### src/rtl/seg_pkg.sv
// Constants for the segment selector and translation unit.
// Assumes a 100 MHz core clock and a plain register port of 32-bit words.
// Function
// (RQ1) Each segment has own base, 1B-4GB size
// (RQ2) Compatibility mode wraps addresses at 4 Gbytes
// (RQ3) Software sets base 0, limit 4G for flat
// (RQ4) 64-bit mode uses zero base
// (RQ5) 64-bit mode skips limits and most attributes
// (RQ6) Code segment sets privilege, size, mode
// (RQ7) Extra base segments keep base in 64-bit
// (RQ8) Table and task registers used in all modes
// (RQ9) Selector load fetches descriptor into hidden part
// (RQ10) Descriptor address is table base plus index*8
// (RQ11) Index scaled by eight even for wide entries
// (RQ12) Table select bit picks global or local table
// (RQ13) Requester level bits 1:0 join privilege checks
// (RQ14) Null selector use faults outside 64-bit mode
// (RQ15) Null loads only into data and local table
// (RQ16) Null code load faults; stack conditionally faults
// (RQ17) Interrupt table indexed by vector number
// (RQ18) Table registers hold base and size
// (RQ19) Task pointer holds task segment base, limit
// (RQ20) 64-bit mode checks canonical address form
// (RQ21) Offset above limit faults outside 64-bit mode
`default_nettype none
package seg_pkg;
	// Register word offsets (byte addresses)
	localparam logic [7:0] OFF_SEL_BASE  = 8'h00; // six selectors, enc*4
	localparam logic [7:0] OFF_LDT_SEL   = 8'h18;
	localparam logic [7:0] OFF_GDT_BASE  = 8'h1c;
	localparam logic [7:0] OFF_GDT_LIMIT = 8'h20;
	localparam logic [7:0] OFF_IDT_BASE  = 8'h24;
	localparam logic [7:0] OFF_IDT_LIMIT = 8'h28;
	localparam logic [7:0] OFF_TR_BASE   = 8'h2c;
	localparam logic [7:0] OFF_TR_LIMIT  = 8'h30;
	localparam logic [7:0] OFF_CTRL      = 8'h34;
	localparam logic [7:0] OFF_STATUS    = 8'h38;
	localparam logic [7:0] OFF_FS_HI     = 8'h3c;
	localparam logic [7:0] OFF_GS_HI     = 8'h40;
	localparam logic [7:0] OFF_LDT_BASE  = 8'h44;
	localparam logic [7:0] OFF_LDT_LIMIT = 8'h48;

	// Segment register encodings
	localparam logic [2:0] SEG_ES  = 3'h0;
	localparam logic [2:0] SEG_CS  = 3'h1;
	localparam logic [2:0] SEG_SS  = 3'h2;
	localparam logic [2:0] SEG_DS  = 3'h3;
	localparam logic [2:0] SEG_FS  = 3'h4;
	localparam logic [2:0] SEG_GS  = 3'h5;
	localparam logic [2:0] SEG_LDT = 3'h6;

	// Selector fields
	localparam int SEL_TI      = 2;
	localparam int SEL_IDX_LSB = 3;
	localparam int SEL_RPL_MSB = 1;

	// Control and status bits
	localparam int CTRL_PROT   = 0;
	localparam int CTRL_LONG   = 1;
	localparam int ST_CPL_LSB  = 0;
	localparam int ST_MODE64   = 2;
	localparam int ST_OP32     = 3;
	localparam int ST_BUSY     = 4;
	localparam int ST_LD_FAULT = 5;
	localparam int ST_AC_FAULT = 6;

	// Descriptor word layout as fetched
	localparam int DSC_LIM_LSB = 32;
	localparam int DSC_LIM_MSB = 51;
	localparam int DSC_GRAN    = 52;
	localparam int DSC_DPL_LSB = 53;
	localparam int DSC_D       = 55;
	localparam int DSC_L       = 56;
	localparam int DSC_PRESENT = 57;

	localparam logic [31:0] ENTRY_BYTES = 32'h8;
	localparam logic [31:0] LIMIT_RESET = 32'h0000_ffff;
	localparam logic [1:0]  PRIV_USER   = 2'h3;

	typedef enum logic [0:0] {
		LD_IDLE  = 1'b0,
		LD_FETCH = 1'b1
	} load_state_t;
endpackage
`default_nettype wire

### src/rtl/seg_addr_check.sv
// Address formation and checking for one segment access.
// Purely combinational; the caller registers the results.
`timescale 1ns/100ps
`default_nettype none
module seg_addr_check #(
	parameter int VA_BITS = 48
) (
	// Mode
	input  wire logic        mode64,
	input  wire logic        keeps_base,
	// Hidden segment state
	input  wire logic [63:0] seg_base,
	input  wire logic [31:0] seg_limit,
	input  wire logic        seg_null,
	// Access
	input  wire logic [63:0] offset,
	output logic      [63:0] lin_addr,
	output logic             fault
);
	logic [63:0] eff_base;
	logic [31:0] lin32;
	logic [63:0] lin64;
	logic        canon;

	// Base choice per mode
	always_comb begin
		eff_base = {32'h0, seg_base[31:0]};
		if (mode64) begin
			// (RQ4) zero base in 64-bit
			eff_base = 64'h0;
			// (RQ7) extra bases still added
			if (keeps_base)
				eff_base = seg_base;
		end
	end

	// Segmented sum stays inside the low 4 Gbytes
	// (RQ2) compatibility 32-bit wrap
	assign lin32 = seg_base[31:0] + offset[31:0];

	// Flat sum kept apart so the canonical test never feeds on lin_addr
	assign lin64 = eff_base + offset;

	// Upper bits must all copy the top implemented bit
	assign canon = (lin64[63:VA_BITS-1] == '0)
		|| (lin64[63:VA_BITS-1] == '1);

	always_comb begin
		if (mode64) begin
			lin_addr = lin64;
			// (RQ20) canonical check instead
			// (RQ5) no limit or null check
			fault = !canon;
		end else begin
			lin_addr = {32'h0, lin32};
			// (RQ14) null use faults
			// (RQ21) limit check outside 64-bit
			fault = seg_null || (offset[63:32] != 32'h0)
				|| (offset[31:0] > seg_limit);
		end
	end
endmodule // seg_addr_check
`default_nettype wire

### src/rtl/seg_unit.sv
// Segment selector load, descriptor fetch and address translation.
// Assumes a descriptor read port that answers with one ack pulse,
// and an execution unit that issues one access at a time.
`timescale 1ns/100ps
`default_nettype none
module seg_unit #(
	parameter int VA_BITS = 48
) (
	// Clock and reset
	input  wire logic        clk_sys,
	input  wire logic        rst,
	// Register port
	input  wire logic [7:0]  reg_addr,
	input  wire logic [31:0] reg_wdata,
	input  wire logic        reg_wr,
	input  wire logic        reg_rd,
	output logic      [31:0] reg_rdata,
	// Descriptor fetch
	output logic             desc_req,
	output logic      [63:0] desc_addr,
	input  wire logic        desc_ack,
	input  wire logic [63:0] desc_data,
	// Load result
	output logic             load_done,
	output logic             load_fault,
	// Address generation
	input  wire logic        acc_valid,
	input  wire logic [2:0]  acc_seg,
	input  wire logic [63:0] acc_offset,
	output logic             acc_done,
	output logic      [63:0] acc_lin_addr,
	output logic             acc_fault,
	// Interrupt table lookup
	input  wire logic [7:0]  int_vector,
	output logic      [63:0] int_desc_addr,
	// Core state
	output logic      [1:0]  current_priv_level,
	output logic             mode64,
	output logic             default_op32
);
	// Hidden portions, index by encoding, slot 6 is the local table
	logic [15:0] sel_reg    [0:6];
	logic [63:0] base_reg   [0:6];
	logic [31:0] limit_reg  [0:6];
	logic [1:0]  dpl_reg    [0:6];
	logic        null_reg   [0:6];
	logic        cs_d_reg;
	logic        cs_l_reg;
	// System segment registers
	logic [31:0] global_table_base_reg;
	logic [31:0] global_table_limit_reg;
	logic [31:0] interrupt_table_base_reg;
	logic [31:0] interrupt_table_limit_reg;
	logic [31:0] task_state_base_reg;
	logic [31:0] task_state_limit_reg;
	// Control and status
	logic        prot_en_reg;
	logic        long_active_reg;
	logic [1:0]  cpl_reg;
	logic        ld_fault_reg;
	logic        ac_fault_reg;
	// Load sequencer
	seg_pkg::load_state_t state_reg;
	logic [2:0]  ld_seg_reg;
	logic [15:0] ld_sel_reg;
	logic [63:0] desc_addr_reg;

	// Write decode
	logic        sel_wr;
	logic [2:0]  wr_seg;
	logic [15:0] new_sel;
	logic        new_null;
	logic [31:0] tbl_base;
	logic [31:0] tbl_limit;
	logic [31:0] entry_off;
	logic        start_load;
	logic        early_fault;
	logic        fetch_fault;
	logic [31:0] dsc_limit;
	logic [1:0]  dsc_dpl;
	logic [1:0]  requester_priv_level;
	logic [1:0]  eff_priv;
	logic        status_clr;
	logic        chk_fault;
	logic [63:0] chk_lin;
	logic        chk_keeps;

	assign wr_seg  = (reg_addr == seg_pkg::OFF_LDT_SEL) ? seg_pkg::SEG_LDT
		: reg_addr[4:2];
	assign sel_wr  = reg_wr && (reg_addr[1:0] == 2'h0)
		&& (reg_addr <= seg_pkg::OFF_LDT_SEL);
	assign new_sel = reg_wdata[15:0];
	// (RQ14) null is index 0 in global table
	assign new_null = (new_sel[15:seg_pkg::SEL_TI] == 14'h0);

	// (RQ12) table select picks base
	// (RQ8) table registers used in all modes
	assign tbl_base  = new_sel[seg_pkg::SEL_TI]
		? base_reg[seg_pkg::SEG_LDT][31:0] : global_table_base_reg;
	assign tbl_limit = new_sel[seg_pkg::SEL_TI]
		? limit_reg[seg_pkg::SEG_LDT] : global_table_limit_reg;
	// (RQ10) index times eight
	// (RQ11) scale stays eight in long mode
	assign entry_off = {16'h0, new_sel[15:seg_pkg::SEL_IDX_LSB], 3'h0};

	// Faults found before any fetch: null rules and table bounds
	always_comb begin
		early_fault = 1'b0;
		if (new_null) begin
			// (RQ15) null only into data and local table
			// (RQ16) null code always faults, stack conditionally
			if (wr_seg == seg_pkg::SEG_CS)
				early_fault = 1'b1;
			else if (wr_seg == seg_pkg::SEG_SS)
				early_fault = !mode64
					|| (cpl_reg == seg_pkg::PRIV_USER);
		end else begin
			// Entry must lie fully inside the chosen table
			if (entry_off + seg_pkg::ENTRY_BYTES - 32'h1 > tbl_limit)
				early_fault = 1'b1;
			// Local selector with a null local table
			if (new_sel[seg_pkg::SEL_TI] && null_reg[seg_pkg::SEG_LDT])
				early_fault = 1'b1;
		end
	end

	assign start_load = sel_wr && (state_reg == seg_pkg::LD_IDLE)
		&& prot_en_reg;

	// Descriptor fields and privilege checks at fetch end
	assign dsc_limit = desc_data[seg_pkg::DSC_GRAN]
		? {desc_data[seg_pkg::DSC_LIM_MSB:seg_pkg::DSC_LIM_LSB], 12'hfff}
		: {12'h0, desc_data[seg_pkg::DSC_LIM_MSB:seg_pkg::DSC_LIM_LSB]};
	assign dsc_dpl = desc_data[seg_pkg::DSC_DPL_LSB+1:seg_pkg::DSC_DPL_LSB];
	assign requester_priv_level     = ld_sel_reg[seg_pkg::SEL_RPL_MSB:0];
	assign eff_priv = (requester_priv_level > cpl_reg) ? requester_priv_level : cpl_reg;

	always_comb begin
		fetch_fault = !desc_data[seg_pkg::DSC_PRESENT];
		// (RQ13) requester level in checks
		if (ld_seg_reg == seg_pkg::SEG_SS)
			fetch_fault = fetch_fault || (requester_priv_level != cpl_reg)
				|| (dsc_dpl != cpl_reg);
		else if (ld_seg_reg != seg_pkg::SEG_CS
			&& ld_seg_reg != seg_pkg::SEG_LDT)
			fetch_fault = fetch_fault || (eff_priv > dsc_dpl);
	end

	// Load sequencer
	always_ff @(posedge clk_sys) begin
		if (rst) begin
			state_reg     <= seg_pkg::LD_IDLE;
			ld_seg_reg    <= 3'h0;
			ld_sel_reg    <= 16'h0;
			desc_addr_reg <= 64'h0;
		end else begin
			unique case (state_reg)
				seg_pkg::LD_IDLE: begin
					// (RQ9) selector write starts a fetch
					if (start_load && !new_null && !early_fault) begin
						state_reg     <= seg_pkg::LD_FETCH;
						ld_seg_reg    <= wr_seg;
						ld_sel_reg    <= new_sel;
						desc_addr_reg <= {32'h0, tbl_base + entry_off};
					end
				end
				seg_pkg::LD_FETCH: begin
					if (desc_ack)
						state_reg <= seg_pkg::LD_IDLE;
				end
			endcase
		end
	end

	assign desc_req  = (state_reg == seg_pkg::LD_FETCH);
	assign desc_addr = desc_addr_reg;

	// Load completion pulses
	always_ff @(posedge clk_sys) begin
		if (rst) begin
			load_done  <= 1'b0;
			load_fault <= 1'b0;
		end else begin
			load_done  <= 1'b0;
			load_fault <= 1'b0;
			if (start_load && (new_null || early_fault)) begin
				load_done  <= 1'b1;
				load_fault <= early_fault;
			end else if (desc_req && desc_ack) begin
				load_done  <= 1'b1;
				load_fault <= fetch_fault;
			end
		end
	end

	// Hidden portions: selector, base, limit, attributes
	always_ff @(posedge clk_sys) begin
		if (rst) begin
			for (int i = 0; i < 7; i++) begin
				sel_reg[i]   <= 16'h0;
				base_reg[i]  <= 64'h0;
				limit_reg[i] <= seg_pkg::LIMIT_RESET;
				dpl_reg[i]   <= 2'h0;
				null_reg[i]  <= 1'b0;
			end
			cs_d_reg <= 1'b0;
			cs_l_reg <= 1'b0;
		end else begin
			if (start_load && new_null && !early_fault) begin
				sel_reg[wr_seg]  <= new_sel;
				null_reg[wr_seg] <= 1'b1;
			end else if (desc_req && desc_ack && !fetch_fault) begin
				// (RQ1) own base and size per segment
				sel_reg[ld_seg_reg]   <= ld_sel_reg;
				base_reg[ld_seg_reg]  <= {32'h0, desc_data[31:0]};
				limit_reg[ld_seg_reg] <= dsc_limit;
				dpl_reg[ld_seg_reg]   <= dsc_dpl;
				null_reg[ld_seg_reg]  <= 1'b0;
				if (ld_seg_reg == seg_pkg::SEG_CS) begin
					cs_d_reg <= desc_data[seg_pkg::DSC_D];
					cs_l_reg <= desc_data[seg_pkg::DSC_L];
				end
			end else if (reg_wr && reg_addr == seg_pkg::OFF_FS_HI) begin
				base_reg[seg_pkg::SEG_FS][63:32] <= reg_wdata;
			end else if (reg_wr && reg_addr == seg_pkg::OFF_GS_HI) begin
				base_reg[seg_pkg::SEG_GS][63:32] <= reg_wdata;
			end
		end
	end

	// (RQ6) code segment sets privilege, size, mode
	always_ff @(posedge clk_sys) begin
		if (rst)
			cpl_reg <= 2'h0;
		else if (desc_req && desc_ack && !fetch_fault
			&& ld_seg_reg == seg_pkg::SEG_CS)
			cpl_reg <= dsc_dpl;
	end
	assign mode64       = long_active_reg && cs_l_reg;
	assign default_op32 = cs_d_reg;
	assign current_priv_level = cpl_reg;

	// System segment and control registers
	always_ff @(posedge clk_sys) begin
		if (rst) begin
			global_table_base_reg     <= 32'h0;
			global_table_limit_reg    <= seg_pkg::LIMIT_RESET;
			interrupt_table_base_reg  <= 32'h0;
			interrupt_table_limit_reg <= seg_pkg::LIMIT_RESET;
			task_state_base_reg       <= 32'h0;
			task_state_limit_reg      <= 32'h0;
			prot_en_reg               <= 1'b0;
			long_active_reg           <= 1'b0;
		end else if (reg_wr) begin
			// (RQ18) table base and size
			// (RQ19) task segment location and limit
			unique case (reg_addr)
				seg_pkg::OFF_GDT_BASE:  global_table_base_reg <= reg_wdata;
				seg_pkg::OFF_GDT_LIMIT: global_table_limit_reg <= reg_wdata;
				seg_pkg::OFF_IDT_BASE:  interrupt_table_base_reg <= reg_wdata;
				seg_pkg::OFF_IDT_LIMIT:
					interrupt_table_limit_reg <= reg_wdata;
				seg_pkg::OFF_TR_BASE:   task_state_base_reg <= reg_wdata;
				seg_pkg::OFF_TR_LIMIT:  task_state_limit_reg <= reg_wdata;
				seg_pkg::OFF_CTRL: begin
					prot_en_reg     <= reg_wdata[seg_pkg::CTRL_PROT];
					long_active_reg <= reg_wdata[seg_pkg::CTRL_LONG];
				end
				default: ;
			endcase
		end
	end

	// (RQ17) interrupt table indexed by vector
	assign int_desc_addr = {32'h0, interrupt_table_base_reg}
		+ (long_active_reg ? {52'h0, int_vector, 4'h0}
			: {53'h0, int_vector, 3'h0});

	// Address check for the requested segment
	assign chk_keeps = (acc_seg == seg_pkg::SEG_FS)
		|| (acc_seg == seg_pkg::SEG_GS);

	seg_addr_check #(
		.VA_BITS (VA_BITS)
	) u_check (
		.mode64     (mode64),
		.keeps_base (chk_keeps),
		.seg_base   (base_reg[acc_seg]),
		.seg_limit  (limit_reg[acc_seg]),
		.seg_null   (null_reg[acc_seg]),
		.offset     (acc_offset),
		.lin_addr   (chk_lin),
		.fault      (chk_fault)
	);

	// Access result, one cycle after the request
	always_ff @(posedge clk_sys) begin
		if (rst) begin
			acc_done     <= 1'b0;
			acc_lin_addr <= 64'h0;
			acc_fault    <= 1'b0;
		end else begin
			acc_done <= acc_valid;
			if (acc_valid) begin
				acc_lin_addr <= chk_lin;
				acc_fault    <= chk_fault || (acc_seg > seg_pkg::SEG_GS);
			end
		end
	end

	// Sticky fault flags, set wins over clear
	assign status_clr = reg_wr && (reg_addr == seg_pkg::OFF_STATUS);
	always_ff @(posedge clk_sys) begin
		if (rst) begin
			ld_fault_reg <= 1'b0;
			ac_fault_reg <= 1'b0;
		end else begin
			if (load_fault)
				ld_fault_reg <= 1'b1;
			else if (status_clr && reg_wdata[seg_pkg::ST_LD_FAULT])
				ld_fault_reg <= 1'b0;
			if (acc_done && acc_fault)
				ac_fault_reg <= 1'b1;
			else if (status_clr && reg_wdata[seg_pkg::ST_AC_FAULT])
				ac_fault_reg <= 1'b0;
		end
	end

	// Read data, one cycle after the strobe; unmapped reads zero
	always_ff @(posedge clk_sys) begin
		if (rst) begin
			reg_rdata <= 32'h0;
		end else if (reg_rd) begin
			reg_rdata <= 32'h0;
			if (reg_addr[1:0] == 2'h0 && reg_addr <= seg_pkg::OFF_LDT_SEL)
				reg_rdata <= {16'h0, sel_reg[wr_seg]};
			unique case (reg_addr)
				seg_pkg::OFF_GDT_BASE:  reg_rdata <= global_table_base_reg;
				seg_pkg::OFF_GDT_LIMIT: reg_rdata <= global_table_limit_reg;
				seg_pkg::OFF_IDT_BASE:  reg_rdata <= interrupt_table_base_reg;
				seg_pkg::OFF_IDT_LIMIT:
					reg_rdata <= interrupt_table_limit_reg;
				seg_pkg::OFF_TR_BASE:   reg_rdata <= task_state_base_reg;
				seg_pkg::OFF_TR_LIMIT:  reg_rdata <= task_state_limit_reg;
				seg_pkg::OFF_CTRL:
					reg_rdata <= {30'h0, long_active_reg, prot_en_reg};
				seg_pkg::OFF_STATUS:
					reg_rdata <= {25'h0, ac_fault_reg, ld_fault_reg,
						desc_req, default_op32, mode64, cpl_reg};
				seg_pkg::OFF_FS_HI:
					reg_rdata <= base_reg[seg_pkg::SEG_FS][63:32];
				seg_pkg::OFF_GS_HI:
					reg_rdata <= base_reg[seg_pkg::SEG_GS][63:32];
				seg_pkg::OFF_LDT_BASE:
					reg_rdata <= base_reg[seg_pkg::SEG_LDT][31:0];
				seg_pkg::OFF_LDT_LIMIT:
					reg_rdata <= limit_reg[seg_pkg::SEG_LDT];
				default: ;
			endcase
		end
	end
endmodule // seg_unit
`default_nettype wire

### config.mk
export PLATFORM = sky130hd
export DESIGN_NAME = seg_unit
export DESIGN_NICKNAME = d
export VERILOG_FILES = /design/src/rtl/seg_pkg.sv /design/src/rtl/seg_addr_check.sv /design/src/rtl/seg_unit.sv
export SDC_FILE = /design/constraint.sdc
export NUM_CORES = 2
export LEC_CHECK = 0
export BUFFER_PORTS_ARGS = -buffer_cell sky130_fd_sc_hd__buf_2
export CAP_MARGIN = 20
export CORE_MARGIN = 2
export CORE_UTILIZATION = 40
export CTS_CLUSTER_SIZE = 20
export DETAILED_ROUTE_END_ITERATION = 7
export GPL_ROUTABILITY_DRIVEN = 0
export MAX_ROUTING_LAYER = met4
export SLEW_MARGIN = 0
export SYNTH_ARGS = -nofsm -noshare
export SYNTH_HDL_FRONTEND = slang
export SYNTH_SLANG_ARGS = --single-unit
### constraint.sdc
create_clock -name clk_sys -period 9.2 [get_ports clk_sys]
set_input_delay 0.46 -clock clk_sys [delete_from_list [all_inputs] [get_ports clk_sys]]
set_output_delay 0.46 -clock clk_sys [all_outputs]
set_load 0.02 [all_outputs]
== After elaboration in Yosys (flattened, before gate mapping) ==
Memory sizes are Yosys's and may differ from the RTL's.
Index checks and enable logic that the tools add are counted.

* Register bits after elaboration: 352
* Latch bits: 0
* Bits in writable memories: 791
* Bits in read-only memories: 0
* Bits of input ports: 185
* Output and inout port bits: 233
* Word-level logic and storage cells: 197
* Memories kept: 4

* Add/subtract/negate cells: 6
* $mul: 0
* Divide/modulo/power cells: 0
* Magnitude comparators: 6
* Equality and inequality tests: 25
* Shift operators: 0
* Mux-type cells: 70
* Bitwise gates (word level): 4
* Reductions and logical operators: 59

{| class="wikitable"
|+ Memory list
! name !! words !! bits a word !! rd ports !! clocked after Yosys merged registers in !! wr ports !! line !! source
|-
| base_reg || 7 || 64 || 4 || 0 || 7 || seg_unit.sv:43 || <nowiki>logic [63:0] base_reg [0:6];</nowiki>
|-
| limit_reg || 7 || 32 || 2 || 0 || 7 || seg_unit.sv:44 || <nowiki>logic [31:0] limit_reg [0:6];</nowiki>
|-
| sel_reg || 7 || 16 || 1 || 0 || 7 || seg_unit.sv:42 || <nowiki>logic [15:0] sel_reg [0:6];</nowiki>
|-
| null_reg || 7 || 1 || 2 || 0 || 7 || seg_unit.sv:46 || <nowiki>logic null_reg [0:6];</nowiki>
|}

{| class="wikitable"
|+ Operators by type and width
! operator !! count
|-
| $pmux W32 S12 || 1
|-
| $mux W64 || 4
|-
| $mux W32 || 6
|-
| $add A64 B64 Y64 || 1
|-
| $eq A8 B6 Y1 const B || 8
|-
| $gt A32 B32 Y1 || 2
|-
| $reduce_or A64 Y1 || 1
|-
| $mux W16 || 3
|-
| $mux W1 || 46
|-
| $add A32 B12 Y33 || 1
|-
| $add A32 B16 Y32 || 1
|-
| $add A32 B32 Y32 || 1
|-
| $reduce_bool A32 Y1 || 1
|-
| $reduce_or A16 Y1 || 2
|-
| $reduce_or A32 Y1 || 1
|-
| $eq A8 B7 Y1 const B || 3
|-
| $logic_and A1 B1 Y1 || 22
|-
| $mux W3 || 7
|-
| $sub A17 B1 Y18 const B || 1
|-
| $add A16 B4 Y17 const B || 1
|-
| $eq A17 B17 Y1 const B || 1
|-
| $logic_not A17 Y1 || 1
|-
| $eq A8 B5 Y1 const B || 2
|-
| $reduce_and A2 Y1 || 8
|-
| other kinds (22) || 45
|}

== Longest topological paths before layout ==
* Word-level depth: 14
* Depth in mapped cells: 21
* Depth with buffers taken out: 18

== By module ==
A second synthesis with hierarchy kept.

* Cell total of the unflattened synthesis: 5,373
* Area, all modules: 55,545.8 um^2

{| class="wikitable"
|+ By module, submodules not included
! module !! instances !! cells an instance !! area each (um^2)
|-
| seg_unit || 1 || 4,235 || 47,954.7
|-
| seg_addr_check || 1 || 1,138 || 7,591.0
|}

== Worst setup path before layout ==
No wires, ideal clock.

* Kind: input to register
* Start: input port acc_seg[0]
* End: register acc_fault
* Data arrival time: 5.388 ns
* Required time: 9.078 ns
* Slack: 3.690 ns
* Stages on the path: 20
* Cells stage by stage: clkbuf_1 buf_2 buf_1 mux4_2 mux2_2 nor2b_1 ha_1 buf_2 nand2_1 or3_1 o22a_1 o21a_1 a21o_1 a31o_4 a21oi_2 a21oi_2 xnor2_1 or4_1 nor4_2 nor3_1

* Word-level cells in the longest chain between the ends: 10

{| class="wikitable"
|+ RTL lines
! element !! line !! source
|-
| from (decl) || seg_unit.sv:28 || <nowiki>input wire logic [2:0] acc_seg,</nowiki>
|-
| parallel branches: the longest is 9 deep, another holds $mem_v2 Z7 W64 || n/a ||
|-
| $logic_or A1 B1 Y1 (*) || seg_unit.sv:306 || <nowiki>acc_fault <= chk_fault || (acc_seg > seg_pkg::SEG_GS);</nowiki>
|-
| to (signal assigned) || seg_unit.sv:306 ||
|-
| to (decl) || seg_unit.sv:32 || <nowiki>output logic acc_fault,</nowiki>
|}

Mark *: on every way between the ends.
A chain may end at the register's enable or synchronous reset.

==> impl_table.tex <==
\begin{tabular}{lr}
\hline
Metric & Value \\
\hline
\multicolumn{2}{l}{\textbf{Layout}} \\
Area taken by multi-input logic gates & 24,900 um\^{}2 \\
Filler Cells Inserted & 12,600 \\
Fraction of final layout cells sized beyond drive strength 1 & 0.169 \\
Largest register FFs & 320 \\
Sequential Area & 27,300 um\^{}2 \\
Finished Core Util & 0.454 \\
Final cell count without fillers & 7,254 \\
Synth-to-Final Area Change & 13.1\% \\
Final net count & 5,729 \\
\multicolumn{2}{l}{\textbf{Placed design}} \\
Number of cells in the design after placement & 7,006 \\
HPWL after detailed placement & 138 mm \\
Number of port buffers & 348 \\
\multicolumn{2}{l}{\textbf{Setup path}} \\
Data required, critical path & 9780 ps \\
Arrival time at the worst endpoint & 6570 ps \\
Number of cells on the worst reg-to-reg path & 19 \\
Startpoint class of the critical path & flip-flop \\
RR Startpoint & current\_priv\_level[1]\$\_SDFFE\_PP0P\_ \\
Slowest CP cell & sky130\_fd\_sc\_hd\_\_nor2\_4 \\
Slowest stage delay, CP & 810 ps \\
Capturing element type of the critical path & flip-flop \\
Startpoint-to-endpoint class of the critical path & reg -> reg \\
R2r endpoint & sel\_reg[6][6]\$\_SDFFE\_PP0P\_ \\
Levels on crit path & 19 \\
Register-to-register setup slack & 3210 ps \\
Category of cells accounting for the largest share of critical-path delay & simple AND/OR/NAND/NOR gates \\
Combined buffer and inverter count along the critical path & 4 \\
Series of cell instances along the critical path & inv\_1 -> ha\_1 -> nor2\_1 -> o22ai\_1 -> mux2i\_1 -> ha\_1 -> inv\_1 -> a21oi\_1 -> a21oi\_1 -> a22o\_1 -> a21oi\_2 -> nand3\_2 -> nor2\_4 -> buf\_4 -> a22oi\_1 -> nor3b\_4 -> buf\_4 -> mux2i\_1 -> nor2\_1 \\
Largest fanout on the critical path & 39 \\
\multicolumn{2}{l}{\textbf{Routing}} \\
Routed length per instance & 27.2 um \\
Number of remaining DRC errors & 0 \\
Wire length after detailed routing & 197 mm \\
Starting DRT DRC Count & 5,690 \\
Vias/cell & 5.92 \\
Met2 WL & 87.7 mm \\
Met3 wire length & 21.0 mm \\
Detailed-route wire length on metal 1 & 80.4 mm \\
Top Metal Used & met4 \\
Vias post-DR & 42,900 \\
DRT antenna net count & 0 \\
Number of optimization iterations in the first detailed-route pass & 6 \\
\multicolumn{2}{l}{\textbf{STA}} \\
RSZ-0062 raised after global routing & false \\
Worst Skew & 41.8 ps \\
Final count of negative-setup-slack endpoints & 0 \\
Max-slew violations & 0 \\
Total Neg Setup Slack & 0 ps \\
Minimum clock period after layout & 5990 ps \\
Final hold viol count & 0 \\
Portion of the clock cycle consumed by the worst path in the final layout & 0.651 \\
Slew Limit Headroom & 0.240 \\
Final Hold Slack & 37.7 ps \\
Top achievable clock speed & 0.167 GHz \\
Worst slew pin tran & 1140 ps \\
\multicolumn{2}{l}{\textbf{Pwr}} \\
Worst IR drop on VDD & 165 uV \\
Areal power density over the cells & 179 nW/um\^{}2 \\
Leakage component of the power & 23.4 nW \\
\multicolumn{2}{l}{\textbf{Floorplan}} \\
Number of top-level design ports & 418 \\
Vertical die dimension & 372 um \\
Core Area & 135,000 um\^{}2 \\
Initial core utilization & 0.402 \\
\# rows & 135 \\
Chip width & 372 um \\
Area of the die & 138,000 um\^{}2 \\
\multicolumn{2}{l}{\textbf{Global routing}} \\
First-pass GRT wire length & 282 mm \\
Global route overflow & 0 \\
Largest net degree at the start of global routing & 127 \\
Total global-route track usage & 0.287 \\
Initial antenna violation count & 21 \\
Vias in the first global route & 40,300 \\
\multicolumn{2}{l}{\textbf{Outcome}} \\
Run status & finished clean \\
\multicolumn{2}{l}{\textbf{Logic synthesis}} \\
Netlist area before placement & 54,200 um\^{}2 \\
Yosys top cell area share & 0.332 \\
Share of flip-flops with an asynchronous set or reset after synthesis & 0 \\
Post-synth EDFFs & 599 \\
Post-Syn Area per Cell & 10.5 um\^{}2 \\
Synthesized flop and latch total & 1,064 \\
Main synth FF type & sky130\_fd\_sc\_hd\_\_edfxtp\_1 \\
Cell taking the most area after synthesis & sky130\_fd\_sc\_hd\_\_edfxtp\_1 \\
Post-synthesis instance total & 5,163 \\
Yosys warning count & 0 \\
Sequential cell area fraction in the yosys report & 0.504 \\
Netlist cell types & 92 \\
Synth top area cells & sky130\_fd\_sc\_hd\_\_edfxtp\_1 (33\%), sky130\_fd\_sc\_hd\_\_dfxtp\_1 (17\%), sky130\_fd\_sc\_hd\_\_mux4\_2 (6.7\%) \\
\multicolumn{2}{l}{\textbf{Clock network}} \\
Clk sink count & 1,064 \\
Number of CTS-inserted buffers & 112 \\
Root Driver & sky130\_fd\_sc\_hd\_\_clkbuf\_16 \\
Deepest clock path buffer count & 3 \\
Clock input transition at the sequential cells of the worst setup and hold paths & 60 ps \\
Clock network latency to the later pin of the worst-skew pair & 740 ps \\
TritonCTS clock tree & done \\
CTS HTree Levels & 3 \\
\multicolumn{2}{l}{\textbf{Min path}} \\
Hold Path Class & in -> reg \\
Number of cells on the worst hold path & 1 \\
Hold path endpoint & base\_reg[7][30]\$\_DFFE\_PP\_ \\
Min-delay src & desc\_data[30] \\
\multicolumn{2}{l}{\textbf{Job}} \\
Count of max-cap constraint violations & 0 \\
\hline
\end{tabular}
-- cell type report --
class | count | area share
flip-flops and latches | 1064 | 0.445
multi-input cells | 3633 | 0.407
inverters | 99 | 0.00610
diodes | 7 | 0.000286
clock inverters | 53 | 0.00900
well taps | 1781 | 0.0363
repair buffers | 459 | 0.0448
clock buffers | 158 | 0.0517
-- power by group --
part | switching [mW] | internal (mW) | leakage, nW
Sequential | 0.0507 | 5.10 | 9.60
Combinational | 0.769 | 0.414 | 12.0
Clock | 1.99 | 2.65 | 1.82
Total | 2.81 | 8.17 | 23.4
-- what timing repair did --
action,CTS,global route
endpoints found under the hold margin,29,0
buffers inserted,0,0
setup endpoints to repair,0,0
resized for setup,0,0
hold buffers,29,0
-- routing by layer --
layer  vias up  track usage
met5         -            -
met4         0        0.104
met3       347       0.0689
met2      2348        0.431
met1     21100        0.376
li1      19100            -
-- cell families after synthesis --
kind of cell             after synthesis  synth area share
AO/OA/AOI/OAI                       1032             0.127
XOR/XNOR                             121            0.0196
adder cells (fa/ha/maj)              175            0.0410
buffers and inverters                529            0.0435
flip-flops                          1064             0.504
multiplexers                         370             0.107
other                                  1         0.0000692
AND/OR/NAND/NOR                     1871             0.158
-- layout by cell type, fill, tap and decap left out, types with 16 or more instances in the layout --
| master | synthesis | routed |
|---|---|---|
| sky130_fd_sc_hd__a211oi_1 | 25 | 25 |
| sky130_fd_sc_hd__conb_1 | 1 | 64 |
| sky130_fd_sc_hd__nor4_1 | 35 | 34 |
| sky130_fd_sc_hd__a21o_1 | 67 | 67 |
| sky130_fd_sc_hd__buf_2 | 34 | 343 |
| sky130_fd_sc_hd__nand2_1 | 683 | 675 |
| sky130_fd_sc_hd__and2_1 | 183 | 182 |
| sky130_fd_sc_hd__and3_1 | 77 | 77 |
| sky130_fd_sc_hd__mux4_2 | 162 | 162 |
| sky130_fd_sc_hd__o21a_1 | 19 | 19 |
| sky130_fd_sc_hd__a221oi_1 | 19 | 19 |
| sky130_fd_sc_hd__clkbuf_1 | 274 | 29 |
| sky130_fd_sc_hd__nand3_1 | 101 | 101 |
| sky130_fd_sc_hd__clkbuf_16 | 0 | 114 |
| sky130_fd_sc_hd__xor2_1 | 40 | 40 |
| sky130_fd_sc_hd__a31oi_1 | 18 | 16 |
| sky130_fd_sc_hd__o21ai_0 | 154 | 152 |
| sky130_fd_sc_hd__xnor2_1 | 81 | 81 |
| sky130_fd_sc_hd__nor2_1 | 533 | 518 |
| sky130_fd_sc_hd__clkinv_2 | 0 | 20 |
| sky130_fd_sc_hd__a22o_1 | 21 | 21 |
| sky130_fd_sc_hd__nor3_1 | 45 | 42 |
| sky130_fd_sc_hd__mux2i_1 | 153 | 153 |
| sky130_fd_sc_hd__dfxtp_1 | 465 | 465 |
| sky130_fd_sc_hd__a21oi_1 | 319 | 319 |
| sky130_fd_sc_hd__o211ai_1 | 18 | 18 |
| sky130_fd_sc_hd__nand4_1 | 74 | 74 |
| sky130_fd_sc_hd__buf_4 | 83 | 79 |
| sky130_fd_sc_hd__nor2b_1 | 50 | 50 |
| sky130_fd_sc_hd__a22oi_1 | 224 | 224 |
| sky130_fd_sc_hd__dlygate4sd3_1 | 0 | 29 |
| sky130_fd_sc_hd__nand2b_1 | 26 | 26 |
| sky130_fd_sc_hd__o221a_2 | 31 | 31 |
| sky130_fd_sc_hd__mux2_2 | 55 | 55 |
| sky130_fd_sc_hd__edfxtp_1 | 599 | 599 |
| sky130_fd_sc_hd__ha_1 | 171 | 171 |
| sky130_fd_sc_hd__inv_1 | 96 | 95 |
-- worst max path at each step --
| stage | startpoint | endpoint |
|---|---|---|
| global placement | acc_seg[0] | acc_fault$_SDFFE_PP0P_ |
| CTS | current_priv_level[1]$_SDFFE_PP0P_ | sel_reg[6][6]$_SDFFE_PP0P_ |
| finish | current_priv_level[1]$_SDFFE_PP0P_ | sel_reg[6][6]$_SDFFE_PP0P_ |
| floorplan | acc_seg[0] | acc_fault$_SDFFE_PP0P_ |
| detailed placement | acc_seg[0] | acc_fault$_SDFFE_PP0P_ |
| global route | current_priv_level[1]$_SDFFE_PP0P_ | sel_reg[6][6]$_SDFFE_PP0P_ |
-- per-stage QoR --
step | cell area [um^2] | worst slack, ps | total power, mW
after floorplan | 54400 | 3690 | 6.01
after global routing | 61300 | 3020 | 11.3
after CTS | 61300 | 3290 | 11.0
final | 61300 | 3210 | 11.0
after detailed placement | 57200 | 3050 | 6.41
after global placement | 57200 | 3070 | 6.40
-- synth_stat cells (11+ instances only) --
| master | instances |
|---|---|
| sky130_fd_sc_hd__o221a_2 | 31 |
| sky130_fd_sc_hd__mux4_2 | 162 |
| sky130_fd_sc_hd__and2_1 | 183 |
| sky130_fd_sc_hd__a21o_1 | 67 |
| sky130_fd_sc_hd__xor2_1 | 40 |
| sky130_fd_sc_hd__a21oi_1 | 319 |
| sky130_fd_sc_hd__dfxtp_1 | 465 |
| sky130_fd_sc_hd__edfxtp_1 | 599 |
| sky130_fd_sc_hd__nand2b_1 | 26 |
| sky130_fd_sc_hd__a22o_1 | 21 |
| sky130_fd_sc_hd__o21ai_0 | 154 |
| sky130_fd_sc_hd__buf_1 | 34 |
| sky130_fd_sc_hd__a221oi_1 | 19 |
| sky130_fd_sc_hd__buf_4 | 83 |
| sky130_fd_sc_hd__nand4_1 | 74 |
| sky130_fd_sc_hd__and3_1 | 77 |
| sky130_fd_sc_hd__xnor2_1 | 81 |
| sky130_fd_sc_hd__o211ai_1 | 18 |
| sky130_fd_sc_hd__nand3_1 | 101 |
| sky130_fd_sc_hd__nor4_1 | 35 |
| sky130_fd_sc_hd__mux2i_1 | 153 |
| sky130_fd_sc_hd__nor2_1 | 533 |
| sky130_fd_sc_hd__buf_2 | 34 |
| sky130_fd_sc_hd__ha_1 | 171 |
| sky130_fd_sc_hd__a211oi_1 | 25 |
| sky130_fd_sc_hd__nand2_1 | 683 |
| sky130_fd_sc_hd__nor3_1 | 45 |
| sky130_fd_sc_hd__o21a_1 | 19 |
| sky130_fd_sc_hd__o31ai_1 | 12 |
| sky130_fd_sc_hd__o21bai_1 | 12 |
| sky130_fd_sc_hd__mux2_2 | 55 |
| sky130_fd_sc_hd__a31oi_1 | 18 |
| sky130_fd_sc_hd__nor2b_1 | 50 |
| sky130_fd_sc_hd__a311oi_1 | 11 |
| sky130_fd_sc_hd__a22oi_1 | 224 |
| sky130_fd_sc_hd__or3_1 | 15 |
| sky130_fd_sc_hd__clkbuf_1 | 274 |
| sky130_fd_sc_hd__inv_1 | 96 |
-- worst register-to-register path, stage by stage (launching register included) --
cell and delay, ps:
sky130_fd_sc_hd__dfxtp_1 580, sky130_fd_sc_hd__inv_1 140, sky130_fd_sc_hd__ha_1 350, sky130_fd_sc_hd__nor2_1 50
sky130_fd_sc_hd__o22ai_1 150, sky130_fd_sc_hd__mux2i_1 220, sky130_fd_sc_hd__ha_1 160, sky130_fd_sc_hd__inv_1 30
sky130_fd_sc_hd__a21oi_1 130, sky130_fd_sc_hd__a21oi_1 70, sky130_fd_sc_hd__a22o_1 200, sky130_fd_sc_hd__a21oi_2 300
sky130_fd_sc_hd__nand3_2 450, sky130_fd_sc_hd__nor2_4 820, sky130_fd_sc_hd__buf_4 630, sky130_fd_sc_hd__a22oi_1 280
sky130_fd_sc_hd__nor3b_4 580, sky130_fd_sc_hd__buf_4 390, sky130_fd_sc_hd__mux2i_1 250, sky130_fd_sc_hd__nor2_1 50
(Power assumes the default switching activity.)
